## src/pkg/drive_words_pkg.sv

```systemverilog
package drive_words_pkg;

  localparam int WORD_W = 16;
  localparam int TG_W   = 10;

  // Telegram numbers
  localparam logic [TG_W-1:0] TG_STD1  = 10'h001;
  localparam logic [TG_W-1:0] TG_STD20 = 10'h014;
  localparam logic [TG_W-1:0] TG_RESET = TG_STD1;

  // Command word bit positions
  localparam int CMD_ON        = 0;
  localparam int CMD_NO_COAST  = 1;
  localparam int CMD_NO_QUICK  = 2;
  localparam int CMD_ENABLE_OP = 3;
  localparam int CMD_FAULT_ACK = 7;
  localparam int CMD_REVERSE   = 11;
  localparam int CMD_MOP_UP    = 13;
  localparam int CMD_MOP_DOWN  = 14;
  localparam int CMD_CDS0      = 15;

  // State word bit positions
  localparam int ST_READY_START = 0;
  localparam int ST_READY       = 1;
  localparam int ST_OP_ENABLED  = 2;
  localparam int ST_FAULT       = 3;
  localparam int ST_NO_COAST    = 4;
  localparam int ST_NO_QUICK    = 5;
  localparam int ST_LOCKOUT     = 6;
  localparam int ST_ALARM       = 7;
  localparam int ST_SPEED_TOL   = 8;
  localparam int ST_MASTER_REQ  = 9;
  localparam int ST_SPEED_REACH = 10;
  localparam int ST_LIMIT_N     = 11;
  localparam int ST_BRAKE_OPEN  = 12;
  localparam int ST_OVERTEMP_N  = 13;
  localparam int ST_CLOCKWISE   = 14;
  localparam int ST_CDS_OVL     = 15;

  // Reset values and potentiometer limit
  localparam logic [WORD_W-1:0] CMD_RESET   = 16'h0000;
  localparam logic [WORD_W-1:0] STATE_RESET = 16'h0000;
  localparam logic [WORD_W-1:0] SP_RESET    = 16'h0000;
  localparam logic [WORD_W-1:0] MOP_RESET   = 16'h0000;
  localparam logic [WORD_W-1:0] MOP_MAX     = 16'h7fff;
  localparam logic              LOCK_RESET  = 1'b1;

  // Timing
  localparam int CLK_PERIOD_NS   = 20;
  localparam int MOP_STEP_NS     = 10000;
  localparam int MOP_STEP_CYCLES = (MOP_STEP_NS + CLK_PERIOD_NS - 1) / CLK_PERIOD_NS;

  typedef enum {MAP_STD, MAP_T20_FRESH, MAP_T20_KEPT} map_state_t;

  typedef struct packed {
    logic supply_ok;
    logic init_done;
    logic fault_event;
    logic alarm;
    logic master_req;
    logic limit_reached;
    logic brake_open;
    logic motor_overtemp;
    logic inv_overload;
  } drive_flags_t;

  typedef struct packed {
    logic [WORD_W-1:0] setpoint;
    logic [WORD_W-1:0] actual;
    logic [WORD_W-1:0] compare;
    logic [WORD_W-1:0] tolerance;
  } speed_in_t;

  typedef struct packed {
    logic within_tol;
    logic reached;
    logic clockwise;
  } speed_flags_t;

endpackage : drive_words_pkg

```

## src/verilog/drive_control_status_words.sv

```systemverilog
`timescale 1ns/1ps
module drive_control_status_words #(
  parameter int MOP_STEP_CYCLES = drive_words_pkg::MOP_STEP_CYCLES
) (
  input  logic                                 core_clk,
  input  logic                                 rst_n,
  input  logic [drive_words_pkg::WORD_W-1:0]   command_word,
  input  logic                                 command_valid,
  input  logic [drive_words_pkg::TG_W-1:0]     telegram_select,
  input  logic                                 map_unlock,
  input  drive_words_pkg::drive_flags_t        drive_flags,
  input  drive_words_pkg::speed_in_t           speed,
  output logic [drive_words_pkg::WORD_W-1:0]   drive_command_word_one,
  output logic [drive_words_pkg::WORD_W-1:0]   drive_state_word_one,
  output logic [drive_words_pkg::WORD_W-1:0]   speed_setpoint_out,
  output logic [drive_words_pkg::WORD_W-1:0]   motor_potentiometer_value,
  output logic [drive_words_pkg::TG_W-1:0]     active_telegram,
  output logic                                 command_data_set,
  output logic                                 motor_energise
);

  localparam int W = drive_words_pkg::WORD_W;

  function automatic logic [W-1:0] neg_sat(input logic [W-1:0] v);
    if (v == 16'h8000) begin
      neg_sat = 16'h7fff;
    end else begin
      neg_sat = W'(~v + 1'b1);
    end
  endfunction : neg_sat

  ////////////////////////////////////////////////////////////////////////////
  // Reset release
  logic sync1_r;
  logic sync2_r;
  logic rst_sync_n;

  always_ff @(posedge core_clk or negedge rst_n) begin
    if (!rst_n) begin
      sync1_r <= 1'b0;
      sync2_r <= 1'b0;
    end else begin
      sync1_r <= 1'b1;
      sync2_r <= sync1_r;
    end
  end

  assign rst_sync_n = sync2_r;

  // Assertions wait one cycle past release so registers hold live values
  logic run_r;

  always_ff @(posedge core_clk or negedge rst_sync_n) begin
    if (!rst_sync_n) begin
      run_r <= 1'b0;
    end else begin
      run_r <= 1'b1;
    end
  end

  ////////////////////////////////////////////////////////////////////////////
  // Telegram map
  logic [drive_words_pkg::TG_W-1:0] tg_r;
  logic [drive_words_pkg::TG_W-1:0] tg_nxt;
  drive_words_pkg::map_state_t      map_r;
  drive_words_pkg::map_state_t      map_nxt;
  logic                             is_tg20;
  logic                             ext_on;

  always_comb begin
    tg_nxt  = tg_r;
    map_nxt = map_r;
    if (map_unlock && telegram_select != tg_r) begin
      tg_nxt = telegram_select;
      if (telegram_select == drive_words_pkg::TG_STD20) begin
        case (map_r)
          drive_words_pkg::MAP_STD: map_nxt = drive_words_pkg::MAP_T20_KEPT;
          default:                  map_nxt = map_r;
        endcase
      end else begin
        map_nxt = drive_words_pkg::MAP_STD;
      end
    end
  end

  always_ff @(posedge core_clk or negedge rst_sync_n) begin
    if (!rst_sync_n) begin
      tg_r  <= drive_words_pkg::TG_RESET;
      map_r <= drive_words_pkg::MAP_STD;
    end else begin
      tg_r  <= tg_nxt;
      map_r <= map_nxt;
    end
  end

  assign is_tg20 = (tg_r == drive_words_pkg::TG_STD20);
  // Bits 11, 13, 14 and state bit 12 stay live unless telegram 20 is fresh
  assign ext_on  = (map_r != drive_words_pkg::MAP_T20_FRESH);

  ////////////////////////////////////////////////////////////////////////////
  // Command word and control flags
  logic [W-1:0] cmd_r;
  logic [W-1:0] cmd_nxt;
  logic         ack_prev_r;
  logic         fault_r;
  logic         fault_nxt;
  logic         lock_r;
  logic         lock_nxt;
  logic         cds_r;
  logic         cds_nxt;
  logic         ack_rise;

  always_comb begin
    // Reserved and unused bits are stored for read-back only
    cmd_nxt   = command_valid ? command_word : cmd_r;
    ack_rise  = cmd_r[drive_words_pkg::CMD_FAULT_ACK] && !ack_prev_r;
    // A new fault wins over an acknowledge in the same cycle
    fault_nxt = drive_flags.fault_event || (fault_r && !ack_rise);
    lock_nxt  = lock_r;
    if (!cmd_r[drive_words_pkg::CMD_ON]) begin
      lock_nxt = 1'b0;
    end
    if (ack_rise && fault_r && cmd_r[drive_words_pkg::CMD_ON]) begin
      lock_nxt = 1'b1;
    end
    cds_nxt = cds_r;
    if (is_tg20) begin
      cds_nxt = cmd_r[drive_words_pkg::CMD_CDS0];
    end
  end

  always_ff @(posedge core_clk or negedge rst_sync_n) begin
    if (!rst_sync_n) begin
      cmd_r      <= drive_words_pkg::CMD_RESET;
      ack_prev_r <= 1'b0;
      fault_r    <= 1'b0;
      lock_r     <= drive_words_pkg::LOCK_RESET;
      cds_r      <= 1'b0;
    end else begin
      cmd_r      <= cmd_nxt;
      ack_prev_r <= cmd_r[drive_words_pkg::CMD_FAULT_ACK];
      fault_r    <= fault_nxt;
      lock_r     <= lock_nxt;
      cds_r      <= cds_nxt;
    end
  end

  ////////////////////////////////////////////////////////////////////////////
  // Setpoint path
  logic [W-1:0] sp_r;
  logic [W-1:0] sp_nxt;
  logic         mop_raise;
  logic         mop_lower;

  always_comb begin
    sp_nxt = speed.setpoint;
    if (ext_on && !cmd_r[drive_words_pkg::CMD_REVERSE]) begin
      sp_nxt = neg_sat(speed.setpoint);
    end
  end

  assign mop_raise = ext_on && cmd_r[drive_words_pkg::CMD_MOP_UP];
  assign mop_lower = ext_on && cmd_r[drive_words_pkg::CMD_MOP_DOWN];

  motor_potentiometer #(
    .WIDTH       (W),
    .STEP_CYCLES (MOP_STEP_CYCLES),
    .MAX_VALUE   (drive_words_pkg::MOP_MAX)
  ) u_mop (
    .core_clk (core_clk),
    .rst_n    (rst_sync_n),
    .raise    (mop_raise),
    .lower    (mop_lower),
    .setpoint (motor_potentiometer_value)
  );

  drive_words_pkg::speed_flags_t spd_flags;

  speed_monitor u_speed (
    .core_clk (core_clk),
    .rst_n    (rst_sync_n),
    .speed    (speed),
    .flags    (spd_flags)
  );

  ////////////////////////////////////////////////////////////////////////////
  // State word assembly
  logic [W-1:0] st_r;
  logic [W-1:0] st_nxt;
  logic         rdy_start;
  logic         rdy;
  logic         op_en;

  always_comb begin
    rdy_start = drive_flags.supply_ok && drive_flags.init_done;
    rdy       = rdy_start && cmd_r[drive_words_pkg::CMD_ON] && !fault_r && !lock_r
             && cmd_r[drive_words_pkg::CMD_NO_COAST] && cmd_r[drive_words_pkg::CMD_NO_QUICK];
    op_en     = rdy && cmd_r[drive_words_pkg::CMD_ENABLE_OP];
    st_nxt    = '0;
    st_nxt[drive_words_pkg::ST_READY_START] = rdy_start;
    st_nxt[drive_words_pkg::ST_READY]       = rdy;
    st_nxt[drive_words_pkg::ST_OP_ENABLED]  = op_en;
    st_nxt[drive_words_pkg::ST_FAULT]       = fault_r;
    st_nxt[drive_words_pkg::ST_NO_COAST]    = cmd_r[drive_words_pkg::CMD_NO_COAST];
    st_nxt[drive_words_pkg::ST_NO_QUICK]    = cmd_r[drive_words_pkg::CMD_NO_QUICK];
    st_nxt[drive_words_pkg::ST_LOCKOUT]     = lock_r;
    st_nxt[drive_words_pkg::ST_ALARM]       = drive_flags.alarm;
    st_nxt[drive_words_pkg::ST_SPEED_TOL]   = spd_flags.within_tol;
    st_nxt[drive_words_pkg::ST_MASTER_REQ]  = drive_flags.master_req;
    st_nxt[drive_words_pkg::ST_SPEED_REACH] = spd_flags.reached;
    st_nxt[drive_words_pkg::ST_LIMIT_N]     = !drive_flags.limit_reached;
    st_nxt[drive_words_pkg::ST_BRAKE_OPEN]  = ext_on && drive_flags.brake_open;
    st_nxt[drive_words_pkg::ST_OVERTEMP_N]  = !drive_flags.motor_overtemp;
    st_nxt[drive_words_pkg::ST_CLOCKWISE]   = spd_flags.clockwise;
    st_nxt[drive_words_pkg::ST_CDS_OVL]     = is_tg20 ? cds_r
                                                      : !drive_flags.inv_overload;
  end

  always_ff @(posedge core_clk or negedge rst_sync_n) begin
    if (!rst_sync_n) begin
      st_r <= drive_words_pkg::STATE_RESET;
      sp_r <= drive_words_pkg::SP_RESET;
    end else begin
      st_r <= st_nxt;
      sp_r <= sp_nxt;
    end
  end

  assign drive_command_word_one = cmd_r;
  assign drive_state_word_one   = st_r;
  assign speed_setpoint_out     = sp_r;
  assign active_telegram        = tg_r;
  assign command_data_set       = cds_r;
  assign motor_energise         = st_r[drive_words_pkg::ST_OP_ENABLED];

  ////////////////////////////////////////////////////////////////////////////
  chk_reverse_invert: assert property (@(posedge core_clk) disable iff (!run_r)
    (ext_on && !cmd_r[drive_words_pkg::CMD_REVERSE])
      |=> sp_r == neg_sat($past(speed.setpoint)))
    else $error("setpoint not inverted on reversal");
  chk_kept20_brake: assert property (@(posedge core_clk) disable iff (!run_r)
    (map_r == drive_words_pkg::MAP_T20_KEPT) |=> st_r[drive_words_pkg::ST_BRAKE_OPEN]
      == $past(drive_flags.brake_open))
    else $error("kept telegram 20 lost brake bit");
  chk_enter20_keeps: assert property (@(posedge core_clk) disable iff (!run_r)
    (map_r == drive_words_pkg::MAP_STD && map_unlock
      && telegram_select == drive_words_pkg::TG_STD20)
      |=> map_r == drive_words_pkg::MAP_T20_KEPT)
    else $error("entering telegram 20 lost previous mapping");
  chk_map_locked: assert property (@(posedge core_clk) disable iff (!run_r)
    !map_unlock |=> $stable(tg_r))
    else $error("telegram changed while locked");
  chk_cds_follow: assert property (@(posedge core_clk) disable iff (!run_r)
    (is_tg20 && !map_unlock && $stable(cmd_r) && $stable(tg_r)) |=> ##1
      st_r[drive_words_pkg::ST_CDS_OVL] == $past(cmd_r[drive_words_pkg::CMD_CDS0], 2))
    else $error("data set display wrong");
  chk_fault_sticky: assert property (@(posedge core_clk) disable iff (!run_r)
    drive_flags.fault_event |=> ##1 st_r[drive_words_pkg::ST_FAULT])
    else $error("fault not reported");
  chk_lock_release: assert property (@(posedge core_clk) disable iff (!run_r)
    (!cmd_r[drive_words_pkg::CMD_ON] && !(ack_rise && fault_r)) |=> ##1
      !st_r[drive_words_pkg::ST_LOCKOUT])
    else $error("lockout not released by ramp stop");
  chk_op_needs_en: assert property (@(posedge core_clk) disable iff (!run_r)
    st_r[drive_words_pkg::ST_OP_ENABLED] |-> $past(cmd_r[drive_words_pkg::CMD_ENABLE_OP])
      && st_r[drive_words_pkg::ST_READY])
    else $error("operation enabled without enable bit");
  chk_limit_low: assert property (@(posedge core_clk) disable iff (!run_r)
    drive_flags.limit_reached |=> !st_r[drive_words_pkg::ST_LIMIT_N])
    else $error("limit bit not active low");
  chk_ready_start: assert property (@(posedge core_clk) disable iff (!run_r)
    1'b1 |=> st_r[drive_words_pkg::ST_READY_START]
      == ($past(drive_flags.supply_ok) && $past(drive_flags.init_done)))
    else $error("ready to start bit wrong");
  chk_ready_needs_on: assert property (@(posedge core_clk) disable iff (!run_r)
    st_r[drive_words_pkg::ST_READY]
      |-> $past(cmd_r[drive_words_pkg::CMD_ON]) && !$past(fault_r))
    else $error("ready without on command or with fault");
  chk_coast_mirror: assert property (@(posedge core_clk) disable iff (!run_r)
    1'b1 |=> st_r[drive_words_pkg::ST_NO_COAST]
      == $past(cmd_r[drive_words_pkg::CMD_NO_COAST]))
    else $error("coast stop bit wrong");
  chk_quick_mirror: assert property (@(posedge core_clk) disable iff (!run_r)
    1'b1 |=> st_r[drive_words_pkg::ST_NO_QUICK]
      == $past(cmd_r[drive_words_pkg::CMD_NO_QUICK]))
    else $error("quick stop bit wrong");
  chk_alarm_mirror: assert property (@(posedge core_clk) disable iff (!run_r)
    1'b1 |=> st_r[drive_words_pkg::ST_ALARM] == $past(drive_flags.alarm))
    else $error("alarm bit wrong");
  chk_overtemp_low: assert property (@(posedge core_clk) disable iff (!run_r)
    drive_flags.motor_overtemp |=> !st_r[drive_words_pkg::ST_OVERTEMP_N])
    else $error("overtemperature bit not active low");
  chk_overload_low: assert property (@(posedge core_clk) disable iff (!run_r)
    (!is_tg20 && drive_flags.inv_overload) |=> !st_r[drive_words_pkg::ST_CDS_OVL])
    else $error("overload bit not active low");
  chk_cmd_load: assert property (@(posedge core_clk) disable iff (!run_r)
    command_valid |=> cmd_r == $past(command_word))
    else $error("command word not loaded");

endmodule : drive_control_status_words

```

## src/verilog/motor_potentiometer.sv

```systemverilog
`timescale 1ns/1ps
module motor_potentiometer #(
  parameter int                WIDTH       = drive_words_pkg::WORD_W,
  parameter int                STEP_CYCLES = drive_words_pkg::MOP_STEP_CYCLES,
  parameter logic [WIDTH-1:0]  MAX_VALUE   = drive_words_pkg::MOP_MAX
) (
  input  logic             core_clk,
  input  logic             rst_n,
  input  logic             raise,
  input  logic             lower,
  output logic [WIDTH-1:0] setpoint
);

  localparam int CNT_W = $clog2(STEP_CYCLES + 1);
  localparam logic [CNT_W-1:0] CNT_LAST = CNT_W'(STEP_CYCLES - 1);

  logic [CNT_W-1:0] div_r;
  logic [CNT_W-1:0] div_nxt;
  logic [WIDTH-1:0] value_r;
  logic [WIDTH-1:0] value_nxt;
  logic             step_en;

  ////////////////////////////////////////////////////////////////////////////
  // Step rate divider and ramp
  always_comb begin
    step_en   = (div_r == CNT_LAST);
    div_nxt   = step_en ? '0 : CNT_W'(div_r + 1'b1);
    value_nxt = value_r;
    if (step_en && raise && !lower && value_r != MAX_VALUE) begin
      value_nxt = WIDTH'(value_r + 1'b1);
    end else if (step_en && lower && !raise && value_r != '0) begin
      value_nxt = WIDTH'(value_r - 1'b1);
    end
  end

  always_ff @(posedge core_clk or negedge rst_n) begin
    if (!rst_n) begin
      div_r   <= '0;
      value_r <= drive_words_pkg::MOP_RESET;
    end else begin
      div_r   <= div_nxt;
      value_r <= value_nxt;
    end
  end

  assign setpoint = value_r;

  ////////////////////////////////////////////////////////////////////////////
  chk_mop_raise_step: assert property (@(posedge core_clk) disable iff (!rst_n)
    (step_en && raise && !lower && value_r != MAX_VALUE) |=> value_r == $past(value_r) + 1'b1)
    else $error("potentiometer did not step up");
  chk_mop_lower_step: assert property (@(posedge core_clk) disable iff (!rst_n)
    (step_en && lower && !raise && value_r != '0) |=> value_r == $past(value_r) - 1'b1)
    else $error("potentiometer did not step down");

endmodule : motor_potentiometer

```

## src/verilog/speed_monitor.sv

```systemverilog
`timescale 1ns/1ps
module speed_monitor (
  input  logic                          core_clk,
  input  logic                          rst_n,
  input  drive_words_pkg::speed_in_t    speed,
  output drive_words_pkg::speed_flags_t flags
);

  localparam int W = drive_words_pkg::WORD_W;

  logic signed [W:0]              diff;
  logic        [W:0]              diff_abs;
  drive_words_pkg::speed_flags_t  flags_r;
  drive_words_pkg::speed_flags_t  flags_nxt;

  ////////////////////////////////////////////////////////////////////////////
  always_comb begin
    diff      = $signed({speed.setpoint[W-1], speed.setpoint})
              - $signed({speed.actual[W-1], speed.actual});
    diff_abs  = diff[W] ? (W+1)'(-diff) : diff;
    flags_nxt = flags_r;
    flags_nxt.within_tol = (diff_abs <= {1'b0, speed.tolerance});
    flags_nxt.reached    = ($signed(speed.actual) >= $signed(speed.compare));
    // Standstill keeps the last direction
    if (!speed.actual[W-1] && speed.actual != '0) begin
      flags_nxt.clockwise = 1'b1;
    end else if (speed.actual[W-1]) begin
      flags_nxt.clockwise = 1'b0;
    end
  end

  always_ff @(posedge core_clk or negedge rst_n) begin
    if (!rst_n) begin
      flags_r <= '0;
    end else begin
      flags_r <= flags_nxt;
    end
  end

  assign flags = flags_r;

  ////////////////////////////////////////////////////////////////////////////
  chk_speed_reach_cmp: assert property (@(posedge core_clk) disable iff (!rst_n)
    $past(rst_n) |=> flags_r.reached
      == ($signed($past(speed.actual)) >= $signed($past(speed.compare))))
    else $error("comparison speed flag wrong");
  chk_dir_negative: assert property (@(posedge core_clk) disable iff (!rst_n)
    speed.actual[W-1] |=> !flags_r.clockwise)
    else $error("negative speed reported clockwise");

endmodule : speed_monitor
```

## config.mk

```make
export PLATFORM = sky130hd
export DESIGN_NAME = drive_control_status_words
export DESIGN_NICKNAME = d
export VERILOG_FILES = /design/src/pkg/drive_words_pkg.sv /design/src/verilog/drive_control_status_words.sv /design/src/verilog/motor_potentiometer.sv /design/src/verilog/speed_monitor.sv
export SDC_FILE = /design/constraint.sdc
export NUM_CORES = 1
export LEC_CHECK = 0
export BUFFER_PORTS_ARGS = -buffer_cell sky130_fd_sc_hd__buf_2
export CORE_UTILIZATION = 26
export CTS_CLUSTER_DIAMETER = 30
export DETAILED_ROUTE_END_ITERATION = 6
export GPL_TIMING_DRIVEN = 0
export SLEW_MARGIN = 15
export SYNTH_ARGS = -nofsm -noshare
export SYNTH_HDL_FRONTEND = slang
export SYNTH_SLANG_ARGS = --single-unit
```

## constraint.sdc

```tcl
create_clock -name core_clk -period 3.3 [get_ports core_clk]
set_input_delay 0.33 -clock core_clk [delete_from_list [all_inputs] [get_ports core_clk]]
set_output_delay 0.33 -clock core_clk [all_outputs]
set_load 0.1 [all_outputs]
```

==> run metrics <==
outcome=finished with violations; failing checks=negative setup slack; maximum VDD drop=0.263 mV; worst hold stages=1; GR Util met3=2.50%; grt met1 use=17.8%; multi-input logic area=4070 um2; synthesized cell area=6380 um2; met2 usage=24.6%; Chip Height=159 um; CTS Root Buffer Type=clkbuf_16; hpwl dp=13800 um; syn nets=849; most frequent cells in the layout=buf_2 (175), dfrtp_1 (73), inv_1 (61); DR pass1 iterations=4; Power Density=453 nW/um2; most common cell after layout, fill and taps aside=buf_2; LEAKAGE=4.07 nW; H-tree depth=3; final setup margin=-617 ps; Setup crit end kind=flip-flop; CP Class=in -> reg; Worst Setup Start Kind=input pin; fmax=255 MHz; r2r startpoint=u_mop.div_r[5]$_DFF_PN0_; Syn Inst Count=679; CTS tree=yes; DP Area=7850 um2; library cells used by synthesis=63; mean post-synth cell area=9.39 um2; Post-Synth Simple-Gate Area=16.3%; Post-synth ARST share=100%; Worst EP required=3530 ps; Rel. slew slack=49.2%; share of layout cells above drive strength 1=36.3%; clock slew at reported path FFs=70 ps; post-placement cell count=1175; drt initial violations=240; storage element area=2330 um2; mux share of post-synthesis cell area=5.28%; yosys warns=0; gpl congestion=0.879; vias=5618; I/O pins=179; unrepaired setup endpoints after global routing=true; Max Cap Violations=0; worst hold path endpoint=drive_state_word_one[7]$_DFF_PN0_; initial antenna violation count=0; fill count=2402; Fin. Hold Viols=0; GRT Util Overall=14.1%; CORE AREA=23800 um2; largest net degree at the start of global routing=53; Synth Area in Compound Gates=14.3%; minimum clock period=3920 ps; DRC viols=0; Most used DFF post-synth=dfrtp_1; Critical Path AT=4150 ps; sequential area share after synthesis=36.1%; Post-Synth XOR/XNOR Area=9.20%; Total Wirelength=17600 um; Overflow after GRT=0; first-pass GRT wire length=27500 um; final setup fails=5; Hold Crit Class=in -> reg; TritonCTS Buffers=9; ANT nets after route=0; EDFF count, synth=0; Synth Register Bits=92; vias in the first global route=5461; Die Area=25200 um2; fin area=8550 um2; Max Slew Vio Count=0; global routing's busiest layer=met2; ANT cells=0; adder-cell share of the synthesized area=13.4%; Core Rows=56; P&R area growth vs syn=34.1%; main combinational cell family by area after synthesis=simple AND/OR/NAND/NOR gates; crit-path max FO=4; reg2reg end=u_mop.setpoint[12]$_DFFE_PN0P_; non-filler cells, final=1211; clock tree buffer depth=2; clk_skew=8.99 ps; Via density=4.64; Hold Startpoint=drive_flags[5]; fin util=36.0%; worst reg-to-reg path cell count=15; Slew @ Worst Pin=759 ps; Tcrit/Tclk final=119%; I/O Buffers=176; Initial Util=26.8%; wire per inst=14.5 um; clk_lat worst skew=350 ps; die span in x=159 um; fin nets=1057; CTS sink cnt=92; R2R Setup Slk=-100 ps
-- sequential cells by signal, indices dropped and copies added, names as in the netlist --
signal and count:
active_telegram 10, speed_setpoint_out 16, u_speed.flags 3, u_mop.div_r 9
command_data_set 1, fault_r 1, drive_state_word_one 16, u_mop.setpoint 16
drive_command_word_one 16, rst_sync_n 1, lock_r 1, ack_prev_r 1
sync1_r 1
-- worst max-delay path by stage --
stage	from	endpoint	slack, ps	depth (start not counted)
finish	speed[48]	u_speed.flags[2]$_DFF_PN0_	-620	18
global route	speed[39]	u_speed.flags[2]$_DFF_PN0_	-760	23
CTS	speed[48]	u_speed.flags[2]$_DFF_PN0_	-560	24
detailed placement	speed[40]	u_speed.flags[2]$_DFF_PN0_	-1320	24
global placement	speed[40]	u_speed.flags[2]$_DFF_PN0_	-1320	24
floorplan	speed[48]	u_speed.flags[2]$_DFF_PN0_	-660	17
-- stage by stage --
| step | hold WS (ps) | power (mW) | worst slack (ps) | TNS (ps) |
|---|---|---|---|---|
| 3_3_place_gp | 116 | 2.74 | -1320 | -66640 |
| 5_1_grt | 63.3 | 4.08 | -759 | -1980 |
| 3_5_place_dp | 120 | 2.76 | -1320 | -3490 |
| 6_report | 84.5 | 3.87 | -617 | -895 |
| 4_1_cts | 64.5 | 3.91 | -562 | -906 |
| 2_1_floorplan | 34.4 | 2.42 | -659 | -914 |
-- final cells by class --
cell class	instances	area share, %
Clock inverter	6	0.805
Inverter	63	2.93
Timing Repair Buffer	197	12.6
Timing Repair inverter	1	0.0732
Buffer	18	1.26
Sequential cell	92	27.2
Multi-Input combinational cell	505	47.6
Clock buffer	10	2.80
Tap cell	319	4.67
-- synthesized netlist by cell type (11+ instances only) --
cell type	n	area (um2)
dfrtp_1	90	2250
ha_1	65	813
inv_1	63	236
nor2_1	47	176
nand2_1	45	169
xnor2_1	45	394
o21ai_0	38	190
a21oi_1	36	180
mux2_2	29	327
xor2_1	22	193
nand3_1	18	90.1
nor2b_1	14	87.6
nor4_1	13	81.3
nand4_1	12	75.1
o21a_1	12	90.1
clkbuf_1	11	41.3
-- routing by layer --
metal	wire length (um)	vias up
li1	-	2808
met1	7860	2632
met2	8500	160
met3	983	18
met4	219	0
met5	0	-
-- logic make-up after synthesis --
| family | after synthesis |
|---|---|
| xor+xnor | 67 |
| other cells | 1 |
| buf+inv | 82 |
| mux | 30 |
| flops | 92 |
| fa+ha+maj | 67 |
| compound gates | 139 |
| simple gates | 201 |
-- repair_timing --
item / CTS / global route
pin swaps: 22 / 19
cloned: 1 / 0
resized for setup: 29 / 18
buffers inserted: 14 / 5
setup endpoints to repair: 8 / 6
endpoints found under the hold margin: 2 / 0
hold buffers: 1 / 0
-- where the power goes --
part           internal [mW]  switching [mW]
Clock                  0.615           0.467
Sequential              1.22          0.0586
Combinational          0.453            1.06
Total                   2.29            1.58
-- worst max-delay path, stage by stage --
cell,delay [ps]
buf_2,100
inv_2,70
ha_4,180
fa_2,330
nand2b_4,180
a21oi_4,200
nor3_1,90
xnor2_1,170
or2_4,250
or4b_4,490
or3_4,360
o41a_1,320
xor2_1,160
ha_1,330
nand4_1,100
nor4_2,50
a311o_1,290
o41a_1,140
(Power assumes the default switching activity.)
